## config.mk

```make
export PLATFORM = sky130hd
export DESIGN_NAME = das_top
export DESIGN_NICKNAME = d
export VERILOG_FILES = /design/src/verilog/das_pkg.sv /design/src/verilog/das_top.sv
export SDC_FILE = /design/constraint.sdc
export NUM_CORES = 1
export LEC_CHECK = 0
export BUFFER_PORTS_ARGS = -buffer_cell sky130_fd_sc_hd__buf_4
export CORE_MARGIN = 2
export CORE_UTILIZATION = 28
export DETAILED_ROUTE_END_ITERATION = 8
export GPL_TIMING_DRIVEN = 1
export PLACE_DENSITY = 0.45
export SLEW_MARGIN = 40
export SYNTH_ARGS = -nofsm -noshare
export SYNTH_HDL_FRONTEND = slang
export SYNTH_SLANG_ARGS = --single-unit
```

## constraint.sdc

```tcl
create_clock -name CLK -period 8.69 [get_ports CLK]
set_clock_uncertainty 0.1 [all_clocks]
set_input_delay 1.738 -clock CLK [delete_from_list [all_inputs] [get_ports CLK]]
set_output_delay 1.738 -clock CLK [all_outputs]
set_load 0.02 [all_outputs]
```

## src/verilog/das_pkg.sv

```systemverilog
/*
 * Constants for the drive alarm status words block: bit values of the
 * alarm codes, register offsets on the plain register port, reset values.
 * Assumes a single 100 MHz clock and one 16-bit register data path.
 */
package das_pkg;
    localparam logic [15:0] ALM_OVERSPEED = 16'h0001;
    localparam logic [15:0] ALM_RSVD_A = 16'h0002;
    localparam logic [15:0] ALM_RSVD_B = 16'h0004;
    localparam logic [15:0] ALM_FIN_TEMP = 16'h0008;
    localparam logic [15:0] ALM_MOTOR_TEMP = 16'h0010;
    localparam logic [15:0] ALM_OVER_VOLTS = 16'h0020;
    localparam logic [15:0] ALM_UNDER_VOLTS = 16'h0040;
    localparam logic [15:0] ALM_SPEED_FB = 16'h0080;
    localparam logic [15:0] ALM_POWER_LOSS = 16'h0100;
    localparam logic [15:0] ALM_STACK_TRIP = 16'h0200;
    localparam logic [15:0] ALM_AUTOTUNE = 16'h0400;
    localparam logic [15:0] ALM_SERIAL_RX = 16'h0800;
    localparam logic [15:0] ALM_STALL = 16'h1000;
    localparam logic [15:0] ALM_OVER_CURRENT = 16'h2000;
    localparam logic [15:0] ALM_EXTERNAL = 16'h4000;
    localparam logic [15:0] ALM_OTHER = 16'h8000;
    localparam logic [15:0] ALM_RESERVED = 16'h0006;
    // Alarms that may be inhibited; the stack trip cannot be.
    localparam logic [15:0] ALM_INHIBITABLE = 16'hFDF9;

    localparam int ADDR_W = 4;
    localparam logic [3:0] OFS_EARLIEST = 4'h0;
    localparam logic [3:0] OFS_LATCHED = 4'h1;
    localparam logic [3:0] OFS_LIVE = 4'h2;
    localparam logic [3:0] OFS_INHIBIT = 4'h3;
    localparam logic [3:0] OFS_IRQ_STATUS = 4'h4;
    localparam logic [3:0] OFS_IRQ_MASK = 4'h5;
    localparam logic [3:0] OFS_IO_STATE = 4'h6;

    localparam logic [15:0] INHIBIT_RESET = 16'h0000;
    localparam logic [15:0] MASK_RESET = 16'h0000;
    localparam logic [15:0] WORD_ZERO = 16'h0000;

    // Interrupt status bit positions.
    localparam int IRQ_FIRST = 0;
    localparam int IRQ_TRIP = 1;
    localparam int IRQ_NEW_ALARM = 2;

    // Input/output state word bit positions.
    localparam int IO_ENABLE = 0;
    localparam int IO_HOLD = 1;
    localparam int IO_PRESET_LO = 2;
    localparam int IO_ZERO = 5;
    localparam int IO_HEALTH = 6;
    localparam int IO_READY = 7;
    localparam int IO_LED = 8;

    typedef enum logic [1:0] {
        DAS_IDLE = 2'b00,
        DAS_RUN = 2'b01,
        DAS_TRIPPED = 2'b11
    } das_state_t;
endpackage : das_pkg

```

## src/verilog/das_top.sv

```systemverilog
/*
 * Drive alarm status words: live, earliest and latched alarm codes, the
 * default digital line functions, and a small interrupt block.
 * Assumes alarm conditions and drive inputs arrive asynchronously and are
 * synchronised here; the register master follows the plain port protocol.
 */
// Summary of operation
// - Three 16-bit alarm words, each bit with its own meaning.
// - Live word shows every active alarm at once, many bits together.
// - Earliest and latched words hold at most one set bit.
// - Overspeed 0x0001, fin temperature 0x0008, motor temperature 0x0010.
// - Speed feedback loss 0x0080; bits 0x0002 and 0x0004 never set.
// - Power loss stop 0x0100, undervoltage 0x0040.
// - Stack trip 0x0200, overcurrent 0x2000, overvoltage 0x0020.
// - Serial slave receive failure 0x0800, autotune error 0x0400.
// - Stall 0x1000, external trip 0x4000, other alarms 0x8000.
// - Software inhibit flags suppress chosen alarms; not all inhibitable.
// - Digital output two shows health and is on while start is low.
// - Panel health lamp stays off after a fault until restart.
// - Setpoint taken before ramp-to-zero, which acts only in stop states.
// - Enable input ON enables the drive, OFF disables it.
// - Digital input one ON holds the ramp output.
// - Digital inputs two to four form preset select lines one to three.
// - Output one is zero speed, output three is ready.
// - Stall when current over threshold at zero speed and demand nonzero.
module das_top
    import das_pkg::*;
(
    // Clock and reset.
    input wire logic CLK,
    input wire logic RESETN,
    // Register port.
    input wire logic [ADDR_W-1:0] REG_ADDR,
    input wire logic [15:0] REG_WDATA,
    input wire logic REG_WR,
    input wire logic REG_RD,
    output logic [15:0] REG_RDATA,
    output logic IRQ,
    // Alarm conditions, one per code bit; bits 1 and 2 are ignored.
    input wire logic [15:0] ALARM_COND,
    // Stall detection terms.
    input wire logic OVER_STALL_CURRENT,
    input wire logic AT_ZERO_SPEED,
    input wire logic AT_ZERO_SETPOINT,
    // Drive terminals.
    input wire logic START_IN,
    input wire logic ENABLE_IN,
    input wire logic DIGITAL_INPUT_ONE,
    input wire logic DIGITAL_INPUT_TWO,
    input wire logic DIGITAL_INPUT_THREE,
    input wire logic DIGITAL_INPUT_FOUR,
    input wire logic DRIVE_READY_IN,
    // Stop states for the ramp-to-zero stage.
    input wire logic NORMAL_STOP,
    input wire logic PROGRAM_STOP,
    input wire logic COAST_STOP,
    // Default function outputs.
    output logic DRIVE_ENABLE,
    output logic RAMP_HOLD,
    output logic [2:0] PRESET_SELECT,
    output logic RAMP_TO_ZERO_ACTIVE,
    output logic DIGITAL_OUTPUT_ONE,
    output logic DIGITAL_OUTPUT_TWO,
    output logic DIGITAL_OUTPUT_THREE,
    output logic HEALTH_LED
);
    logic rst_meta, rst_n;
    logic [15:0] cond_meta, cond_sync;
    logic [11:0] pin_meta, pin_sync;
    logic [15:0] live_reg, earliest_reg, latched_reg, inhibit_reg;
    logic [15:0] live_next, pick;
    logic [2:0] irq_status_reg, irq_mask_reg, irq_set;
    logic start_q, start_rise, stall_now;
    logic led_reg, zero_reg, health_reg, ready_reg;
    logic enable_reg, hold_reg, rtz_reg;
    logic [2:0] preset_reg;
    logic [15:0] rdata_reg;
    das_state_t state_reg, state_next;

    always_ff @(posedge CLK or negedge RESETN) begin
        if (!RESETN) begin
            rst_meta <= 1'b0;
            rst_n <= 1'b0;
        end else begin
            rst_meta <= 1'b1;
            rst_n <= rst_meta;
        end
    end

    // Two-stage synchronisers for every asynchronous input.
    always_ff @(posedge CLK or negedge rst_n) begin
        if (!rst_n) begin
            cond_meta <= WORD_ZERO;
            cond_sync <= WORD_ZERO;
            pin_meta <= 12'h000;
            pin_sync <= 12'h000;
        end else begin
            cond_meta <= ALARM_COND;
            cond_sync <= cond_meta;
            pin_meta <= {COAST_STOP, PROGRAM_STOP, NORMAL_STOP, DRIVE_READY_IN,
                         AT_ZERO_SETPOINT, AT_ZERO_SPEED, OVER_STALL_CURRENT,
                         DIGITAL_INPUT_FOUR, DIGITAL_INPUT_THREE, DIGITAL_INPUT_TWO,
                         DIGITAL_INPUT_ONE, ENABLE_IN};
            pin_sync <= pin_meta;
        end
    end

    logic start_meta, start_sync;
    always_ff @(posedge CLK or negedge rst_n) begin
        if (!rst_n) begin
            start_meta <= 1'b0;
            start_sync <= 1'b0;
            start_q <= 1'b0;
        end else begin
            start_meta <= START_IN;
            start_sync <= start_meta;
            start_q <= start_sync;
        end
    end
    assign start_rise = start_sync & ~start_q;

    // Stall needs current over threshold at zero speed with nonzero demand.
    assign stall_now = pin_sync[5] & pin_sync[6] & ~pin_sync[7];

    always_comb begin
        live_next = cond_sync;
        live_next[12] = cond_sync[12] | stall_now;
        live_next = live_next & ~ALM_RESERVED;
        live_next = live_next & ~(inhibit_reg & ALM_INHIBITABLE);
    end

    // Live word follows the conditions as soon as they are seen.
    always_ff @(posedge CLK or negedge rst_n) begin
        if (!rst_n) begin
            live_reg <= WORD_ZERO;
        end else begin
            live_reg <= live_next;
        end
    end

    // Lowest set bit of the live conditions picks the single recorded cause.
    assign pick = live_next & (~live_next + 16'h0001);

    always_comb begin
        state_next = state_reg;
        case (state_reg)
            DAS_IDLE: begin
                if (start_rise) begin
                    state_next = DAS_RUN;
                end
            end
            DAS_RUN: begin
                if (pick != WORD_ZERO) begin
                    state_next = DAS_TRIPPED;
                end
            end
            DAS_TRIPPED: begin
                if (start_rise) begin
                    state_next = DAS_RUN;
                end
            end
            default: begin
                state_next = DAS_IDLE;
            end
        endcase
    end

    always_ff @(posedge CLK or negedge rst_n) begin
        if (!rst_n) begin
            state_reg <= DAS_IDLE;
        end else begin
            state_reg <= state_next;
        end
    end

    // Earliest alarm: captured once per start, cleared only on restart.
    always_ff @(posedge CLK or negedge rst_n) begin
        if (!rst_n) begin
            earliest_reg <= WORD_ZERO;
        end else if (start_rise) begin
            earliest_reg <= WORD_ZERO;
        end else if (state_reg == DAS_RUN && pick != WORD_ZERO) begin
            earliest_reg <= pick;
        end
    end

    // Latched trip store: lowest live alarm on any cycle not tripped (idle or run), one bit only.
    always_ff @(posedge CLK or negedge rst_n) begin
        if (!rst_n) begin
            latched_reg <= WORD_ZERO;
        end else if (state_reg != DAS_TRIPPED && pick != WORD_ZERO) begin
            latched_reg <= pick;
        end
    end

    // Panel lamp stays dark after a fault until the drive is restarted.
    always_ff @(posedge CLK or negedge rst_n) begin
        if (!rst_n) begin
            led_reg <= 1'b1;
        end else if (start_rise) begin
            led_reg <= 1'b1;
        end else if (pick != WORD_ZERO) begin
            led_reg <= 1'b0;
        end
    end

    // Default functions of the digital lines.
    always_ff @(posedge CLK or negedge rst_n) begin
        if (!rst_n) begin
            enable_reg <= 1'b0;
            hold_reg <= 1'b0;
            preset_reg <= 3'h0;
            zero_reg <= 1'b0;
            health_reg <= 1'b1;
            ready_reg <= 1'b0;
            rtz_reg <= 1'b0;
        end else begin
            enable_reg <= pin_sync[0];
            hold_reg <= pin_sync[1];
            preset_reg <= pin_sync[4:2];
            zero_reg <= pin_sync[6];
            health_reg <= ~start_sync | (live_next == WORD_ZERO);
            ready_reg <= pin_sync[8];
            rtz_reg <= |pin_sync[11:9];
        end
    end

    assign DRIVE_ENABLE = enable_reg;
    assign RAMP_HOLD = hold_reg;
    assign PRESET_SELECT = preset_reg;
    assign RAMP_TO_ZERO_ACTIVE = rtz_reg;
    assign DIGITAL_OUTPUT_ONE = zero_reg;
    assign DIGITAL_OUTPUT_TWO = health_reg;
    assign DIGITAL_OUTPUT_THREE = ready_reg;
    assign HEALTH_LED = led_reg;

    // Interrupt events: earliest captured, trip latched, any new live bit.
    assign irq_set[IRQ_FIRST] = state_reg == DAS_RUN && pick != WORD_ZERO;
    assign irq_set[IRQ_TRIP] = state_reg != DAS_TRIPPED && pick != WORD_ZERO;
    assign irq_set[IRQ_NEW_ALARM] = (live_next & ~live_reg) != WORD_ZERO;

    // Read of the status clears it, but an event in the same cycle wins.
    always_ff @(posedge CLK or negedge rst_n) begin
        if (!rst_n) begin
            irq_status_reg <= 3'h0;
        end else if (REG_RD && REG_ADDR == OFS_IRQ_STATUS) begin
            irq_status_reg <= irq_set;
        end else begin
            irq_status_reg <= irq_status_reg | irq_set;
        end
    end

    always_ff @(posedge CLK or negedge rst_n) begin
        if (!rst_n) begin
            irq_mask_reg <= MASK_RESET[2:0];
            inhibit_reg <= INHIBIT_RESET;
        end else if (REG_WR) begin
            if (REG_ADDR == OFS_IRQ_MASK) begin
                irq_mask_reg <= REG_WDATA[2:0];
            end
            if (REG_ADDR == OFS_INHIBIT) begin
                inhibit_reg <= REG_WDATA;
            end
        end
    end

    assign IRQ = |(irq_status_reg & irq_mask_reg);

    always_ff @(posedge CLK or negedge rst_n) begin
        if (!rst_n) begin
            rdata_reg <= WORD_ZERO;
        end else if (REG_RD) begin
            case (REG_ADDR)
                OFS_EARLIEST: rdata_reg <= earliest_reg;
                OFS_LATCHED: rdata_reg <= latched_reg;
                OFS_LIVE: rdata_reg <= live_reg;
                OFS_INHIBIT: rdata_reg <= inhibit_reg;
                OFS_IRQ_STATUS: rdata_reg <= {13'h0000, irq_status_reg};
                OFS_IRQ_MASK: rdata_reg <= {13'h0000, irq_mask_reg};
                OFS_IO_STATE: rdata_reg <= {7'h00, led_reg, ready_reg, health_reg,
                                            zero_reg, preset_reg, hold_reg, enable_reg};
                default: rdata_reg <= WORD_ZERO;
            endcase
        end else begin
            rdata_reg <= WORD_ZERO;
        end
    end
    assign REG_RDATA = rdata_reg;
endmodule : das_top

```

## Word-level counts from Yosys, hierarchy flattened

Cells that the tools add are included.

| operators by class | value |
|---|---|
| add/sub/neg operators | 1 |
| eq/ne operators | 11 |
| mux-type cells | 10 |
| bitwise operators | 16 |
| reductions and logical operators | 16 |

Operators by type and width:

| cell | number |
|---|---|
| one-hot mux 16 bit (7 select lines) | 1 |
| AND 16 bit | 3 |
| 2-to-1 mux 16 bit | 3 |
| NOT 16 bit | 3 |
| nonzero test 16 bit | 2 |
| adder 16 x 1 -> 16 bit (second input constant) | 1 |
| logical NOT 16 bit | 1 |
| equality test 4 x 3 -> 1 bit (second input constant) | 3 |
| equality test 4 x 2 -> 1 bit (second input constant) | 2 |
| AND reduction 2 bit | 3 |
| OR reduction 3 bit | 2 |
| equality test 4 x 1 -> 1 bit (second input constant) | 1 |
| logical NOT 4 bit | 1 |
| 2-to-1 mux 2 bit | 2 |
| != test 2 bit (second input constant) | 2 |
| one-hot mux 2 bit (2 select lines) | 1 |
| nonzero test 2 bit | 2 |
| AND 1 bit | 3 |
| AND 3 bit | 1 |
| logical AND 1 bit | 3 |
| 2-to-1 mux 3 bit | 1 |
| NOT 1 bit | 3 |
| OR 3 bit | 1 |
| equality test 2 x 1 -> 1 bit (second input constant) | 1 |
| 6 further kinds | 8 |

| storage, ports and cells | value |
|---|---|
| register bits | 159 |
| logic and storage cells | 79 |

## Longest topological paths before layout

| logic depth | value |
|---|---|
| word-level depth | 11 |
| gate-level depth with buffers | 7 |

## Worst setup path before layout

Ideal clock, no wire load.

| path | value |
|---|---|
| path type | input to register |
| from | input REG_ADDR[2] |
| to | register inhibit_reg[10] |
| setup time | 0.125 ns |
| data arrival time | 2.921 ns |
| required time | 8.465 ns |
| path slack | 5.544 ns |
| stages | 5 |
| buffers on the path | 2 |
| cells stage by stage | clkbuf_1 -> nor3_2 -> nand2_1 -> buf_2 -> mux2_2 |

| on the way | value |
|---|---|
| longest elaborated chain between the ends | 2 |

Ends and longest elaborated chain:

| item | RTL line | text |
|---|---|---|
| start: declaration | das_top.sv:33 | `input wire logic [ADDR_W-1:0] REG_ADDR,` |
| equality test 4 x 2 -> 1 bit | das_top.sv:261 | `if (REG_ADDR == OFS_INHIBIT) begin` |
| AND reduction 2 bit (no line) | -- |  |
| end signal: assignment | das_top.sv:256 | `inhibit_reg <= INHIBIT_RESET;` |
| end signal: assignment | das_top.sv:262 | `inhibit_reg <= REG_WDATA;` |
| end: declaration | das_top.sv:70 | `logic [15:0] live_reg, earliest_reg, latched_reg, inhibit_reg;` |

Every way passes these cells.
A chain may end at the register's enable or synchronous reset.

## Final worst setup path

| path | value |
|---|---|
| from | register irq_mask_reg[1] |
| to | output IRQ |

| on the way | value |
|---|---|
| longest elaborated chain between the ends | 2 |

Ends and longest elaborated chain:

| item | RTL line | text |
|---|---|---|
| start: declaration | das_top.sv:72 | `logic [2:0] irq_status_reg, irq_mask_reg, irq_set;` |
| start signal: assignment | das_top.sv:255 | `irq_mask_reg <= MASK_RESET[2:0];` |
| start signal: assignment | das_top.sv:259 | `irq_mask_reg <= REG_WDATA[2:0];` |
| AND 3 bit | das_top.sv:267 | `assign IRQ = \|(irq_status_reg & irq_mask_reg);` |
| OR reduction 3 bit | das_top.sv:267 |  |
| end: declaration | das_top.sv:38 | `output logic IRQ,` |

Every way passes these cells.

==> results by group <==
STA
  • Hold Vio Cnt, Final: 0
  • RSZ-0062 raised after global routing: false
  • Worst-Margin Slew: 0.692 ns
  • Final worst path period share: 37.7%
  • Final min period: 3.27 ns
  • Slew margin rel.: 53.9%
  • Final setup TNS: 0 ns
  • Fmax: 305 MHz
  • Setup-failing EPs final: 0
  • Number of max-slew violations in the final report: 0

Synth
  • Dominant cell type by area after synthesis: dfrtp_1
  • Most used DFF post-synth: dfrtp_1
  • Mapped cell area: 5530 sq um
  • Number of flops mapped to enable cells by yosys: 0
  • Seq/Total Area, Yosys: 67.5%
  • Post-Synthesis Cells: 421
  • Synthesized area per cell: between 10 and 15 sq um
  • Synth area leaders: dfrtp_1 67%, mux2_2 4.1%, a22oi_1 3.0%
  • Number of synthesized register bits: between 100 and 150
  • Post-synth cell types: 54
  • Synth Warn #: 0
  • Syn nets: 477
  • Synth top cells by count: 147 x dfrtp_1, 30 x inv_1, 28 x nand3_1
  • Async set or reset register ratio after synthesis: 100%
  • Yosys top cell area share: 66.6%
  • Most frequent cell after synthesis: dfrtp_1

Clock tree
  • CTS Buf Count: 17
  • CTS tree: built
  • Clk Latency, worst-skew pair: roughly 0.42 ns
  • # hold bufs at CTS: 0
  • H-tree levels: 4
  • CTS Sinks: 149
  • Reg clk slew, reported paths: 0.06 ns
  • CTS root buf: clkbuf_16
  • Clk buf depth: 2
  • Resized cells post-CTS: 0
  • Postcts setup bufs: 0

Route
  • Post-detailed-routing wire length: ~14 mm
  • Initial drt markers: 255
  • Post-route DRC: 0
  • Vias/cell: between 4 and 5
  • Pre-antenna DRT Iters: 6
  • Detail Route Antenna Nets: 0
  • Wire per inst: between 15 and 20 microns
  • Vias: 3725

Worst setup path
  • Crit start category: register
  • Critical Path Sink Type: primary output
  • CP Data Required Time: between 6 and 7 ns
  • Maximum net fanout on the critical path: 3
  • Worst r2r path cells: 5
  • Data arrival, critical path: between 1 and 1.5 ns
  • Crit Path Category: register to primary output

Global route
  • Vias in the first global route: just under 4000
  • Pin count of the biggest net entering global routing: 83
  • GR Overflow Total: 0
  • Antenna violations before repair: 0
  • First-pass GRT wire length: 22.2 mm
  • Gr usage total: approximately 14%

Cells and area
  • Final core utilization: between 30% and 40%
  • Post-route cell area: 7100 sq um
  • Area Overhead vs Synth: 28.5%
  • Finished Layout Cells: between 700 and 800
  • Ant. Diodes: 0
  • Final nets: 564
  • Layout cells sized above 1: 29.6%

Placement
  • GP Congestion: slightly above 0.8
  • Post-DP HPWL: between 9 and 10 mm
  • Cells after DPL: ~750
  • IO Port Bufs: 77
  • Placed Area: approximately 6500 sq um

Pwr
  • Power Dens Cells: 260 nW/um^2
  • Fraction of power consumed by sequential logic: a little over two fifths
  • Sw Ratio: ~27%
  • Tot Pwr: 1.85 mW
  • Max IR drop VDD: 131 uV
  • Clk pwr share: 42.3%
  • Cell-internal power: 1.35 mW
  • Comb power frac: ~14%
  • Sw power: 497 uW
  • Leakage: 3.13 nW

Die
  • Die Span X: 144 microns
  • Die Ht: ~140 microns
  • Top Ports: 80
  • Area of the die: 20900 sq um
  • Initial Util: ~28%
  • Core box area: slightly below 20000 sq um
  • FP Rows: 51

Min path
  • Worst Hold Class: register to async pin

Run
  • Max-Cap Viols: 0

Outcome
  • Status: finished, final reports clean
==> routing by layer <==
layer	share of wire [%]	GRT usage, %	up-vias
met2	48	22.4	120
met3	6.4	3.58	16
met5	0	0	-
li1	-	-	1693
met1	44	19.4	1896
met4	1.5	5.31	0
==> critical path, cell delays in order (launching register included) <==
cell and delay (ns):
dfrtp_1 0.39, a222oi_1 0.37, inv_1 0.09, buf_4 0.17
==> final cells by class <==
class / instances / area [sq um]
Multi-Input combinational cell: 225 / 1630
Fill cell: 1946 / 12300
Tap cell: 265 / 332
Inverter: 31 / 116
Clock buffer: 20 / 447
Timing Repair Buffer: 84 / 661
Clock inverter: 12 / 179
Sequential cell: 149 / 3730
==> placed cells by master (no fill, tap or decap), types with 3 or more instances in the layout <==
master      instances
a222oi_1            7
clkinvlp_4          3
ha_1                3
o22ai_1             8
nand2b_1            9
inv_1              30
a31oi_1             3
a211oi_1            3
o221ai_1            6
buf_6               3
mux2_2             20
nor2b_1             5
a21oi_1            19
bufinv_16           4
dfrtp_1           146
nand2_1            19
o21ai_0            11
a22oi_1            22
nand3_1            28
nand4_1             4
nor2_1             11
clkbuf_16          17
mux2i_1             8
buf_4              79
==> kinds of logic (layout without fill, tap and decap cells) <==
kind of cell	Yosys count	count (layout)	synth area share (%)
adders and majority gates	3	3	0.679
other	1	1	0.0679
and+or+nand+nor	96	96	9.90
AOI/OAI and AO/OA	97	97	12.8
DFF	149	149	67.5
muxes	28	28	5.53
buffers and inverters	47	147	3.46
==> metrics by stage <==
step                      hold WS [ns]  setup WS [ns]
final                            0.181           5.42
after global routing             0.230           5.39
after global placement           0.234           4.82
after detailed placement         0.199           5.07
after floorplan                  0.231           4.13
after CTS                        0.206           5.45
==> path summary, 6_finish.rpt <==
| path | from | end | slack (ns) |
|---|---|---|---|
| worst max-delay path | irq_mask_reg[1]$_DFFE_PN0P_ | IRQ | 5.42 |
| worst min-delay path | rst_n$_DFF_PN0_ | inhibit_reg[9]$_DFFE_PN0P_ | 0.18 |
| worst max register to register | inhibit_reg[0]$_DFFE_PN0P_ | latched_reg[0]$_DFFE_PN0P_ | 6.48 |
| worst min register to register | rst_n$_DFF_PN0_ | inhibit_reg[9]$_DFFE_PN0P_ | 0.18 |
| max in group asynchronous | rst_n$_DFF_PN0_ | REG_RDATA[2]$_DFF_PN0_ | 7.21 |
| min in group CLK | cond_meta[9]$_DFF_PN0_ | cond_sync[9]$_DFF_PN0_ | 0.25 |
==> power groups by stage <==
stage / clock (mW) / sequential, mW / combinational, mW
4_1_cts: 0.800 / 0.812 / 0.260
5_1_grt: 0.829 / 0.822 / 0.283
6_report: 0.781 / 0.812 / 0.255
2_1_floorplan: 0 / 0.820 / 0.163
3_3_place_gp: 0 / 0.825 / 0.248
3_5_place_dp: 0 / 0.824 / 0.257
(Power assumes the default switching activity.)
